$ cat src/core/pwm_mode_pkg.sv
// constants and types for the dual pwm mode and phase selector
// assumes one system clock; strap comparators live outside this logic
package pwm_mode_pkg;
   // oscillator cycle is cut into 360 phase steps, one per clock
   localparam int PHASE_W = 9;
   localparam logic [8:0] CYCLE_STEPS = 9'h168; // 360 steps
   localparam logic [8:0] PH_0   = 9'h000;
   localparam logic [8:0] PH_60  = 9'h03c;
   localparam logic [8:0] PH_90  = 9'h05a;
   localparam logic [8:0] PH_120 = 9'h078;
   localparam logic [8:0] PH_180 = 9'h0b4;
   localparam logic [8:0] PH_240 = 9'h0f0;
   localparam logic [8:0] PH_300 = 9'h12c; // ch1 60 deg behind ch2
   // clocks a strap set must stay stable before it is accepted
   localparam logic [3:0] STRAP_SETTLE = 4'h8;
   // reference window codes from the external level comparators
   typedef enum logic [1:0] {
      REF_LOW, REF_MID_LO, REF_MID_HI, REF_HIGH
   } ref_level_type;
   typedef enum logic [3:0] {
      M_DISABLED, M_SINGLE, M_DUAL_0, M_DUAL_90, M_DUAL_180,
      M_DDR, M_TWO_PHASE, M_THREE_PHASE, M_FOUR_PHASE
   } mode_type;
endpackage

$ cat src/core/dual_pwm_mode_phase_select.sv
// mode decoder and phase interleave selector for a dual buck controller
// assumes strap comparator results synchronous to clk_sys
//
// Behaviour
// ch near-supply negative sense disables its error and diff amps (tristate).
// both enables low means fully disabled, no switching. Here ch1Run and ch2Run stay low, but ch1Clock and ch2Clock keep toggling.
// one enable high runs single phase; share carries ch1 current plus offset.
// dual mode ch2 delay 0, 90 or 180 deg from reference level.
// ddr mode ch2 reference is lowest of 0.6V, external, soft-start.
// ddr mode channel 1 lags channel 2 by 60 deg.
// ch2 sense high, feedback low: two phase, channels 180 deg apart.
// two phase mode emits sync clock rising 60 deg after ch1.
// sense high, feedback high, pos sense low: channels 240 deg apart.
// three phase mode emits sync clock 120 deg after ch1.
// all high: channels 180 apart, sync clock rising 90 deg after ch1.
// a partner on the 90 deg clock runs dual, ddr, two or four phase.
// twelve phases reachable by cascading sync clocks, no external clock.
// other phase counts need an external clock from outside.
// dual modes disable sync clock; pin is reference input only.
// decode straps before switching; all phases from one oscillator cycle.
`timescale 1ns/1ps
`default_nettype none
module dual_pwm_mode_phase_select
   import pwm_mode_pkg::*;
(
   // clock and reset
   input  wire logic                         clk_sys,
   input  wire logic                         sys_rst,
   // strap levels, already compared
   input  wire logic                         ch1EnableFeedforward,
   input  wire logic                         ch2EnableFeedforward,
   input  wire logic                         ch1NegSenseStrap,
   input  wire logic                         ch2NegSenseStrap,
   input  wire logic                         ch2FeedbackStrap,
   input  wire logic                         ch2PosSenseStrap,
   input  wire pwm_mode_pkg::ref_level_type  refLevel,
   // reference selection inputs for channel 2
   input  wire logic                         extRefBelowInt,
   input  wire logic                         softStartBelowExt,
   input  wire logic                         softStartBelowInt,
   // decoded mode and controls
   output logic                              modeValid,
   output pwm_mode_pkg::mode_type            mode,
   output logic                              ch1AmpEnable,
   output logic                              ch2AmpEnable,
   output logic                              shareCh1Only,
   output logic [1:0]                        ch2RefSelect,
   // phase clocks and channel run enables
   output logic                              ch1Clock,
   output logic                              ch2Clock,
   output logic                              ch1Run,
   output logic                              ch2Run,
   // sync out pin, two signals
   output logic                              syncOut,
   output logic                              syncOutEn
);
   //------------------------------------------------------------
   // strap capture
   //------------------------------------------------------------
   logic [7:0]    strapNow;
   logic [7:0]    strapPrev_r;
   logic [3:0]    settleCnt_r;
   logic          modeValid_r;
   mode_type      mode_r;
   mode_type      modeNxt;
   logic [8:0]    phaseCnt_r;
   logic          phaseRun_r;
   logic [8:0]    ch2Phase;
   logic [8:0]    syncPhase;
   logic          syncOn;
   logic [8:0]    ch2Pos;
   logic [8:0]    syncPos;

   assign strapNow = {ch1EnableFeedforward, ch2EnableFeedforward,
                      ch2NegSenseStrap, ch2FeedbackStrap,
                      ch2PosSenseStrap, refLevel, ch1NegSenseStrap};

   // settle counter; any strap change restarts it
   always_ff @(posedge clk_sys or posedge sys_rst) begin
      if (sys_rst) begin
         strapPrev_r <= 8'h00;
         settleCnt_r <= 4'h0;
      end else begin
         strapPrev_r <= strapNow;
         if (strapNow != strapPrev_r) begin
            settleCnt_r <= 4'h0;
         end else if (settleCnt_r != STRAP_SETTLE) begin
            settleCnt_r <= settleCnt_r + 4'h1;
         end
      end
   end

   //------------------------------------------------------------
   // mode decode
   //------------------------------------------------------------
   always_comb begin
      modeNxt = M_DISABLED;
      if (!ch1EnableFeedforward && !ch2EnableFeedforward) begin
         modeNxt = M_DISABLED;
      end else if (ch1EnableFeedforward != ch2EnableFeedforward) begin
         modeNxt = M_SINGLE;
      end else if (ch2NegSenseStrap) begin
         if (!ch2FeedbackStrap) begin
            modeNxt = M_TWO_PHASE;
         end else if (!ch2PosSenseStrap) begin
            modeNxt = M_THREE_PHASE;
         end else begin
            modeNxt = M_FOUR_PHASE;
         end
      end else begin
         unique case (refLevel)
            REF_LOW:    modeNxt = M_DDR;
            REF_MID_LO: modeNxt = M_DUAL_0;
            REF_MID_HI: modeNxt = M_DUAL_90;
            REF_HIGH:   modeNxt = M_DUAL_180;
         endcase
      end
   end

   // latch mode once straps settle, before switching starts
   always_ff @(posedge clk_sys or posedge sys_rst) begin
      if (sys_rst) begin
         mode_r      <= M_DISABLED;
         modeValid_r <= 1'b0;
      end else if (strapNow != strapPrev_r) begin
         modeValid_r <= 1'b0;
      end else if (settleCnt_r == STRAP_SETTLE) begin
         mode_r      <= modeNxt;
         modeValid_r <= 1'b1;
      end
   end

   //------------------------------------------------------------
   // phase table
   //------------------------------------------------------------
   always_comb begin
      ch2Phase  = PH_0;
      syncPhase = PH_0;
      syncOn    = 1'b0;
      unique case (mode_r)
         M_DISABLED, M_SINGLE: ch2Phase = PH_0;
         M_DUAL_0:      ch2Phase = PH_0;
         M_DUAL_90:     ch2Phase = PH_90;
         M_DUAL_180:    ch2Phase = PH_180;
         M_DDR:         ch2Phase = PH_300;
         M_TWO_PHASE: begin
            ch2Phase  = PH_180;
            syncPhase = PH_60;
            syncOn    = 1'b1;
         end
         M_THREE_PHASE: begin
            ch2Phase  = PH_240;
            syncPhase = PH_120;
            syncOn    = 1'b1;
         end
         M_FOUR_PHASE: begin
            ch2Phase  = PH_180;
            syncPhase = PH_90;
            syncOn    = 1'b1;
         end
      endcase
   end

   // one common oscillator cycle counter
   always_ff @(posedge clk_sys or posedge sys_rst) begin
      if (sys_rst) begin
         phaseCnt_r <= 9'h000;
      end else if (phaseCnt_r == CYCLE_STEPS - 9'h001) begin
         phaseCnt_r <= 9'h000;
      end else begin
         phaseCnt_r <= phaseCnt_r + 9'h001;
      end
   end

   // switching starts only at a cycle boundary, so no runt first ch1 pulse; ch2 at 240 or 300 deg starts mid-pulse
   always_ff @(posedge clk_sys or posedge sys_rst) begin
      if (sys_rst) begin
         phaseRun_r <= 1'b0;
      end else if (!modeValid_r) begin
         phaseRun_r <= 1'b0;
      end else if (phaseCnt_r == CYCLE_STEPS - 9'h001) begin
         phaseRun_r <= 1'b1;
      end
   end

   // position relative to each shifted start, modulo the cycle
   function automatic logic [8:0] relPos(input logic [8:0] cnt,
                                         input logic [8:0] ofs);
      logic [9:0] d;
      d = {1'b0, cnt} + {1'b0, CYCLE_STEPS} - {1'b0, ofs};
      if (d >= {1'b0, CYCLE_STEPS}) begin
         d = d - {1'b0, CYCLE_STEPS};
      end
      return d[8:0];
   endfunction

   assign ch2Pos  = relPos(phaseCnt_r, ch2Phase);
   assign syncPos = relPos(phaseCnt_r, syncPhase);

   //------------------------------------------------------------
   // registered outputs
   //------------------------------------------------------------
   always_ff @(posedge clk_sys or posedge sys_rst) begin
      if (sys_rst) begin
         ch1Clock  <= 1'b0;
         ch2Clock  <= 1'b0;
         syncOut   <= 1'b0;
         syncOutEn <= 1'b0;
      end else begin
         // each clock high for the first half of its own cycle
         ch1Clock  <= modeValid_r && phaseRun_r && (phaseCnt_r < PH_180);
         ch2Clock  <= modeValid_r && phaseRun_r && (ch2Pos < PH_180);
         syncOut   <= modeValid_r && phaseRun_r && syncOn &&
                      (syncPos < PH_180);
         syncOutEn <= modeValid_r && syncOn;
      end
   end

   // channel run, amplifier and reference controls
   always_ff @(posedge clk_sys or posedge sys_rst) begin
      if (sys_rst) begin
         ch1Run       <= 1'b0;
         ch2Run       <= 1'b0;
         ch1AmpEnable <= 1'b0;
         ch2AmpEnable <= 1'b0;
         shareCh1Only <= 1'b0;
         ch2RefSelect <= 2'h0;
      end else begin
         ch1Run <= modeValid_r && mode_r != M_DISABLED &&
                   (mode_r != M_SINGLE || ch1EnableFeedforward);
         ch2Run <= modeValid_r && mode_r != M_DISABLED &&
                   (mode_r != M_SINGLE || ch2EnableFeedforward);
         ch1AmpEnable <= !ch1NegSenseStrap;
         ch2AmpEnable <= !ch2NegSenseStrap;
         shareCh1Only <= mode_r == M_SINGLE || mode_r == M_DDR ||
                         mode_r == M_DUAL_0 || mode_r == M_DUAL_90 ||
                         mode_r == M_DUAL_180;
         // 0 internal, 1 external pin, 2 soft-start
         if (mode_r != M_DDR) begin
            ch2RefSelect <= softStartBelowInt ? 2'h2 : 2'h0;
         end else if (softStartBelowInt && softStartBelowExt) begin
            ch2RefSelect <= 2'h2;
         end else if (extRefBelowInt) begin
            ch2RefSelect <= 2'h1;
         end else begin
            ch2RefSelect <= 2'h0;
         end
      end
   end

   assign modeValid = modeValid_r;
   assign mode      = mode_r;
endmodule
`default_nettype wire

$ cat config.mk
export PLATFORM = sky130hd
export DESIGN_NAME = dual_pwm_mode_phase_select
export DESIGN_NICKNAME = d
export VERILOG_FILES = /design/src/core/pwm_mode_pkg.sv /design/src/core/dual_pwm_mode_phase_select.sv
export SDC_FILE = /design/constraint.sdc
export NUM_CORES = 1
export LEC_CHECK = 0
export ABC_CLOCK_PERIOD_IN_PS = 8500
export BUFFER_PORTS_ARGS = -buffer_cell sky130_fd_sc_hd__buf_2
export CELL_PAD_IN_SITES_DETAIL_PLACEMENT = 2
export CELL_PAD_IN_SITES_GLOBAL_PLACEMENT = 2
export CORE_MARGIN = 10
export CORE_UTILIZATION = 40
export CTS_BUF_LIST = sky130_fd_sc_hd__clkbuf_4 sky130_fd_sc_hd__clkbuf_8
export CTS_CLUSTER_DIAMETER = 120
export DETAILED_ROUTE_END_ITERATION = 8
export GPL_TIMING_DRIVEN = 1
export PLACE_DENSITY = 0.95
export SYNTH_ARGS = -nofsm -noshare
export SYNTH_HDL_FRONTEND = slang
export SYNTH_SLANG_ARGS = --single-unit
$ cat constraint.sdc
create_clock -name clk_sys -period 8.5 [get_ports clk_sys]
set_clock_uncertainty 0.05 [all_clocks]
set_input_delay 0.425 -clock clk_sys [delete_from_list [all_inputs] [get_ports clk_sys]]
set_output_delay 0.425 -clock clk_sys [all_outputs]
set_load 0.03 [all_outputs]
==> flow_metrics.env <==
export IMPL_vias=2394
export IMPL_antenna_found_initial=0
export IMPL_syn_avg_cell_area_um2=8.85
export IMPL_initial_utilization_pct=41.9
export IMPL_overflow=0
export IMPL_final_util_pct=47.4
export IMPL_tritoncts="yes"
export IMPL_clock_path_buffers=2
export IMPL_grt_pass1_vias=2697
export IMPL_synthCells=306
export IMPL_design_die_area_um2=10500
export IMPL_power_total_uw=406
export IMPL_max_freq_mhz=285
export IMPL_peakVddDrop_mv=0.0901
export IMPL_cts_max_level=2
export IMPL_dr_pass1_iters=4
export IMPL_reg2regPathDepth=12
export IMPL_ys_ff_latch=38
export IMPL_clkPwrFrac_pct=48.9
export IMPL_start_kind="flip-flop"
export IMPL_hold_path_class="primary input to asynchronous set/reset pin"
export IMPL_hold_buffers=0
export IMPL_crit_fanout=8
export IMPL_layout_commonest_cell="nor2_1"
export IMPL_ios=29
export IMPL_r2r_setup_slack_ns=4.99
export IMPL_setup_tns_ns=0
export IMPL_dp_hpwl_mm=7.13
export IMPL_cap_violations=0
export IMPL_drt_iter0_markers=84
export IMPL_fp_coreArea_um2=6460
export IMPL_p_leak_nw=1.41
export IMPL_setup_viol=0
export IMPL_p_per_area_nw_per_um2=133
export IMPL_tightest_slew_ns=0.690
export IMPL_drive_gt1_share_pct=13.4
export IMPL_critPathKind="flip-flop to flip-flop"
export IMPL_die_y_um=102
export IMPL_synth_edf_count=0
export IMPL_p_switching_uw=90.1
export IMPL_synth_warnings=0
export IMPL_row_count=29
export IMPL_cpMaxStageDelayCell="dfrtp_1"
export IMPL_rr_endpoint="ch2Clock"
export IMPL_synth_seq_area_share_pct=35.1
export IMPL_grtUsageTotal_pct=18.5
export IMPL_sw_frac_of_total_pct=22.2
export IMPL_status="completed"
export IMPL_routed_wl_mm=9.17
export IMPL_wl_per_cell_um=22.3
export IMPL_finalHoldViolations=0
export IMPL_cp_arrival_ns=3.70
export IMPL_maxSlewHeadroom_pct=53.9
export IMPL_cpMostUsedCell="nor2_1"
export IMPL_power_internal_uw=316
export IMPL_cp_cell_sequence="nor2b_1 > a21oi_1 > nor2_1 > nor2_1 > fa_1 > a211oi_1 > nor2_1 > xnor2_1 > o21ai_0 > o21a_1 > a2111oi_0 > a41o_1"
export IMPL_crit_path_end_kind="flip-flop"
export IMPL_die_w_um=102
export IMPL_clk_pin_slew_ns=0.09
export IMPL_grt_max_degree=39
export IMPL_drtAntennaViolNets=0
export IMPL_remaining_drc_errors=0
export IMPL_yosys_most_used_dff="dfrtp_1"
export IMPL_post_cts_buffers=0
export IMPL_cpPeakStageDelay_ns=0.49
export IMPL_synthArstFlopShare_pct=100
export IMPL_cts_sinks=38
export IMPL_clock_latency_ns=0.31
export IMPL_port_buffers=28
export IMPL_cts_made_buffers=5
export IMPL_seq_power_share_pct=45.5
export IMPL_rsz0062_at_grt="false"
export IMPL_grt_pass1_wl_mm=14.8
export IMPL_cts_resized_gates=0
export IMPL_fillers=735
export IMPL_fin_crit_ns=3.51
export IMPL_diodes=0
export IMPL_final_max_slew_viol_count=0
export IMPL_r2r_start="mode[2]"
export IMPL_final_nets=374
export IMPL_period_share_pct=41.3
export IMPL_cts_root_buf="clkbuf_8"
export IMPL_vias_per_cell=5.81
export IMPL_synth_cell_type_count=54
export IMPL_p_comb_share_pct=5.7
export IMPL_synth_area_um2=2710
export IMPL_syn_num_nets=346
export IMPL_final_cell_mix="nor2_1 (39), dfrtp_1 (38), buf_2 (28)"
export IMPL_worstPathRequired_ns=8.69
export IMPL_finalWeightedCongestion=0.865
export IMPL_area_growth_pct=13.1
[through the flow]
step | instance area (um2) | setup WS (ns) | hold slack (ns) | std cells
floorplan | 2710 | 5.35 | 0.402 | 306
global placement | 2920 | 5.33 | 0.420 | 404
detailed placement | 2920 | 5.13 | 0.481 | 404
CTS | 3060 | 5.00 | 0.193 | 412
global route | 3060 | 4.66 | 0.211 | 412
finish | 3060 | 4.99 | 0.177 | 412
[logic make-up after synthesis]
kind of cell / count (synthesis) / share of synthesized area, %
AO/OA/AOI/OAI: 69 / 17.1
XOR/XNOR: 31 / 10.0
adder cells (fa/ha/maj): 27 / 13.0
buffers and inverters: 33 / 4.62
flip-flops: 38 / 35.1
multiplexers: 3 / 1.25
AND/OR/NAND/NOR: 105 / 18.9
[sequential cells by signal (all words and copies together) (netlist names)]
name / count
mode: 4
syncOut: 1
settleCnt_r: 4
ch2AmpEnable: 1
ch2RefSelect: 2
phaseCnt_r: 9
ch1AmpEnable: 1
ch1Clock: 1
modeValid: 1
ch2Clock: 1
strapPrev_r: 8
shareCh1Only: 1
syncOutEn: 1
ch1Run: 1
phaseRun_r: 1
ch2Run: 1
[synthesized netlist by cell type (all sizes together) (2+ instances only)]
cell,number,area [um2]
ha,25,313
nand2,21,78.8
nor4,3,18.8
a22oi,2,15.0
buf,2,8.75
dfrtp,38,951
nand2b,6,37.5
o221ai,2,17.5
and3,3,18.8
nand3b,2,15.0
o22ai,3,18.8
nor3b,2,15.0
and2,3,18.8
xnor2,11,96.3
or3,2,17.5
a21boi,2,15.0
a31oi,2,12.5
a2111oi,2,23.8
o21ai,14,70.1
clkbuf,6,22.5
nor2b,2,12.5
a211oi,6,45.0
nand3,6,30.0
a21oi,16,80.1
mux2,3,33.8
a21o,4,30.0
nor2,40,153
or2,4,25.0
inv,25,93.8
xor2,20,175
o21a,3,22.5
fa,2,40.0
nor3,8,40.0
o31ai,2,15.0
[power groups by stage]
stage / registers, mW / logic (mW) / clock network, mW
6_report: 0.185 / 0.0230 / 0.199
3_5_place_dp: 0.188 / 0.0233 / 0
3_3_place_gp: 0.188 / 0.0210 / 0
4_1_cts: 0.185 / 0.0236 / 0.204
2_1_floorplan: 0.190 / 0.0111 / 0
5_1_grt: 0.185 / 0.0259 / 0.208
[area by class of cell]
class                           count  area (um2)  share of cell area (%)
Clock buffer                        6        82.6                    2.70
Clock inverter                      2        60.1                    1.96
Inverter                           25        93.8                    3.06
Multi-Input combinational cell    235        1630                    53.3
Sequential cell                    38         951                    31.0
Tap cell                           77        96.3                    3.15
Timing Repair Buffer               29         148                    4.82
[routing by layer]
layer	up-vias	track usage [%]	part of all wire, %
met3	16	3.04	2.1
met4	0	6.94	2.3
li1	1117	-	-
met2	38	36.0	56
met5	-	0	0
met1	1223	19.4	39
[worst max-delay path by stage]
stage	start	end	slack, ns	cells past startpoint
CTS	mode[2]	ch2Clock	5.00	12
floorplan	mode[0]	syncOut	5.35	12
detailed placement	mode[2]	syncOut	5.13	13
global route	mode[2]	syncOut	4.66	13
global placement	mode[2]	syncOut	5.33	13
finish	mode[2]	ch2Clock	4.99	12
[critical path: cells and delay by family (launching register included)]
| family | cells | cell delay (ns) |
|---|---|---|
| compound gates | 6 | 1.31 |
| xor+xnor | 1 | 0.30 |
| fa+ha+maj | 1 | 0.45 |
| flops | 1 | 0.49 |
| simple gates | 4 | 0.86 |
No activity file was read; power rests on OpenSTA's default activity.
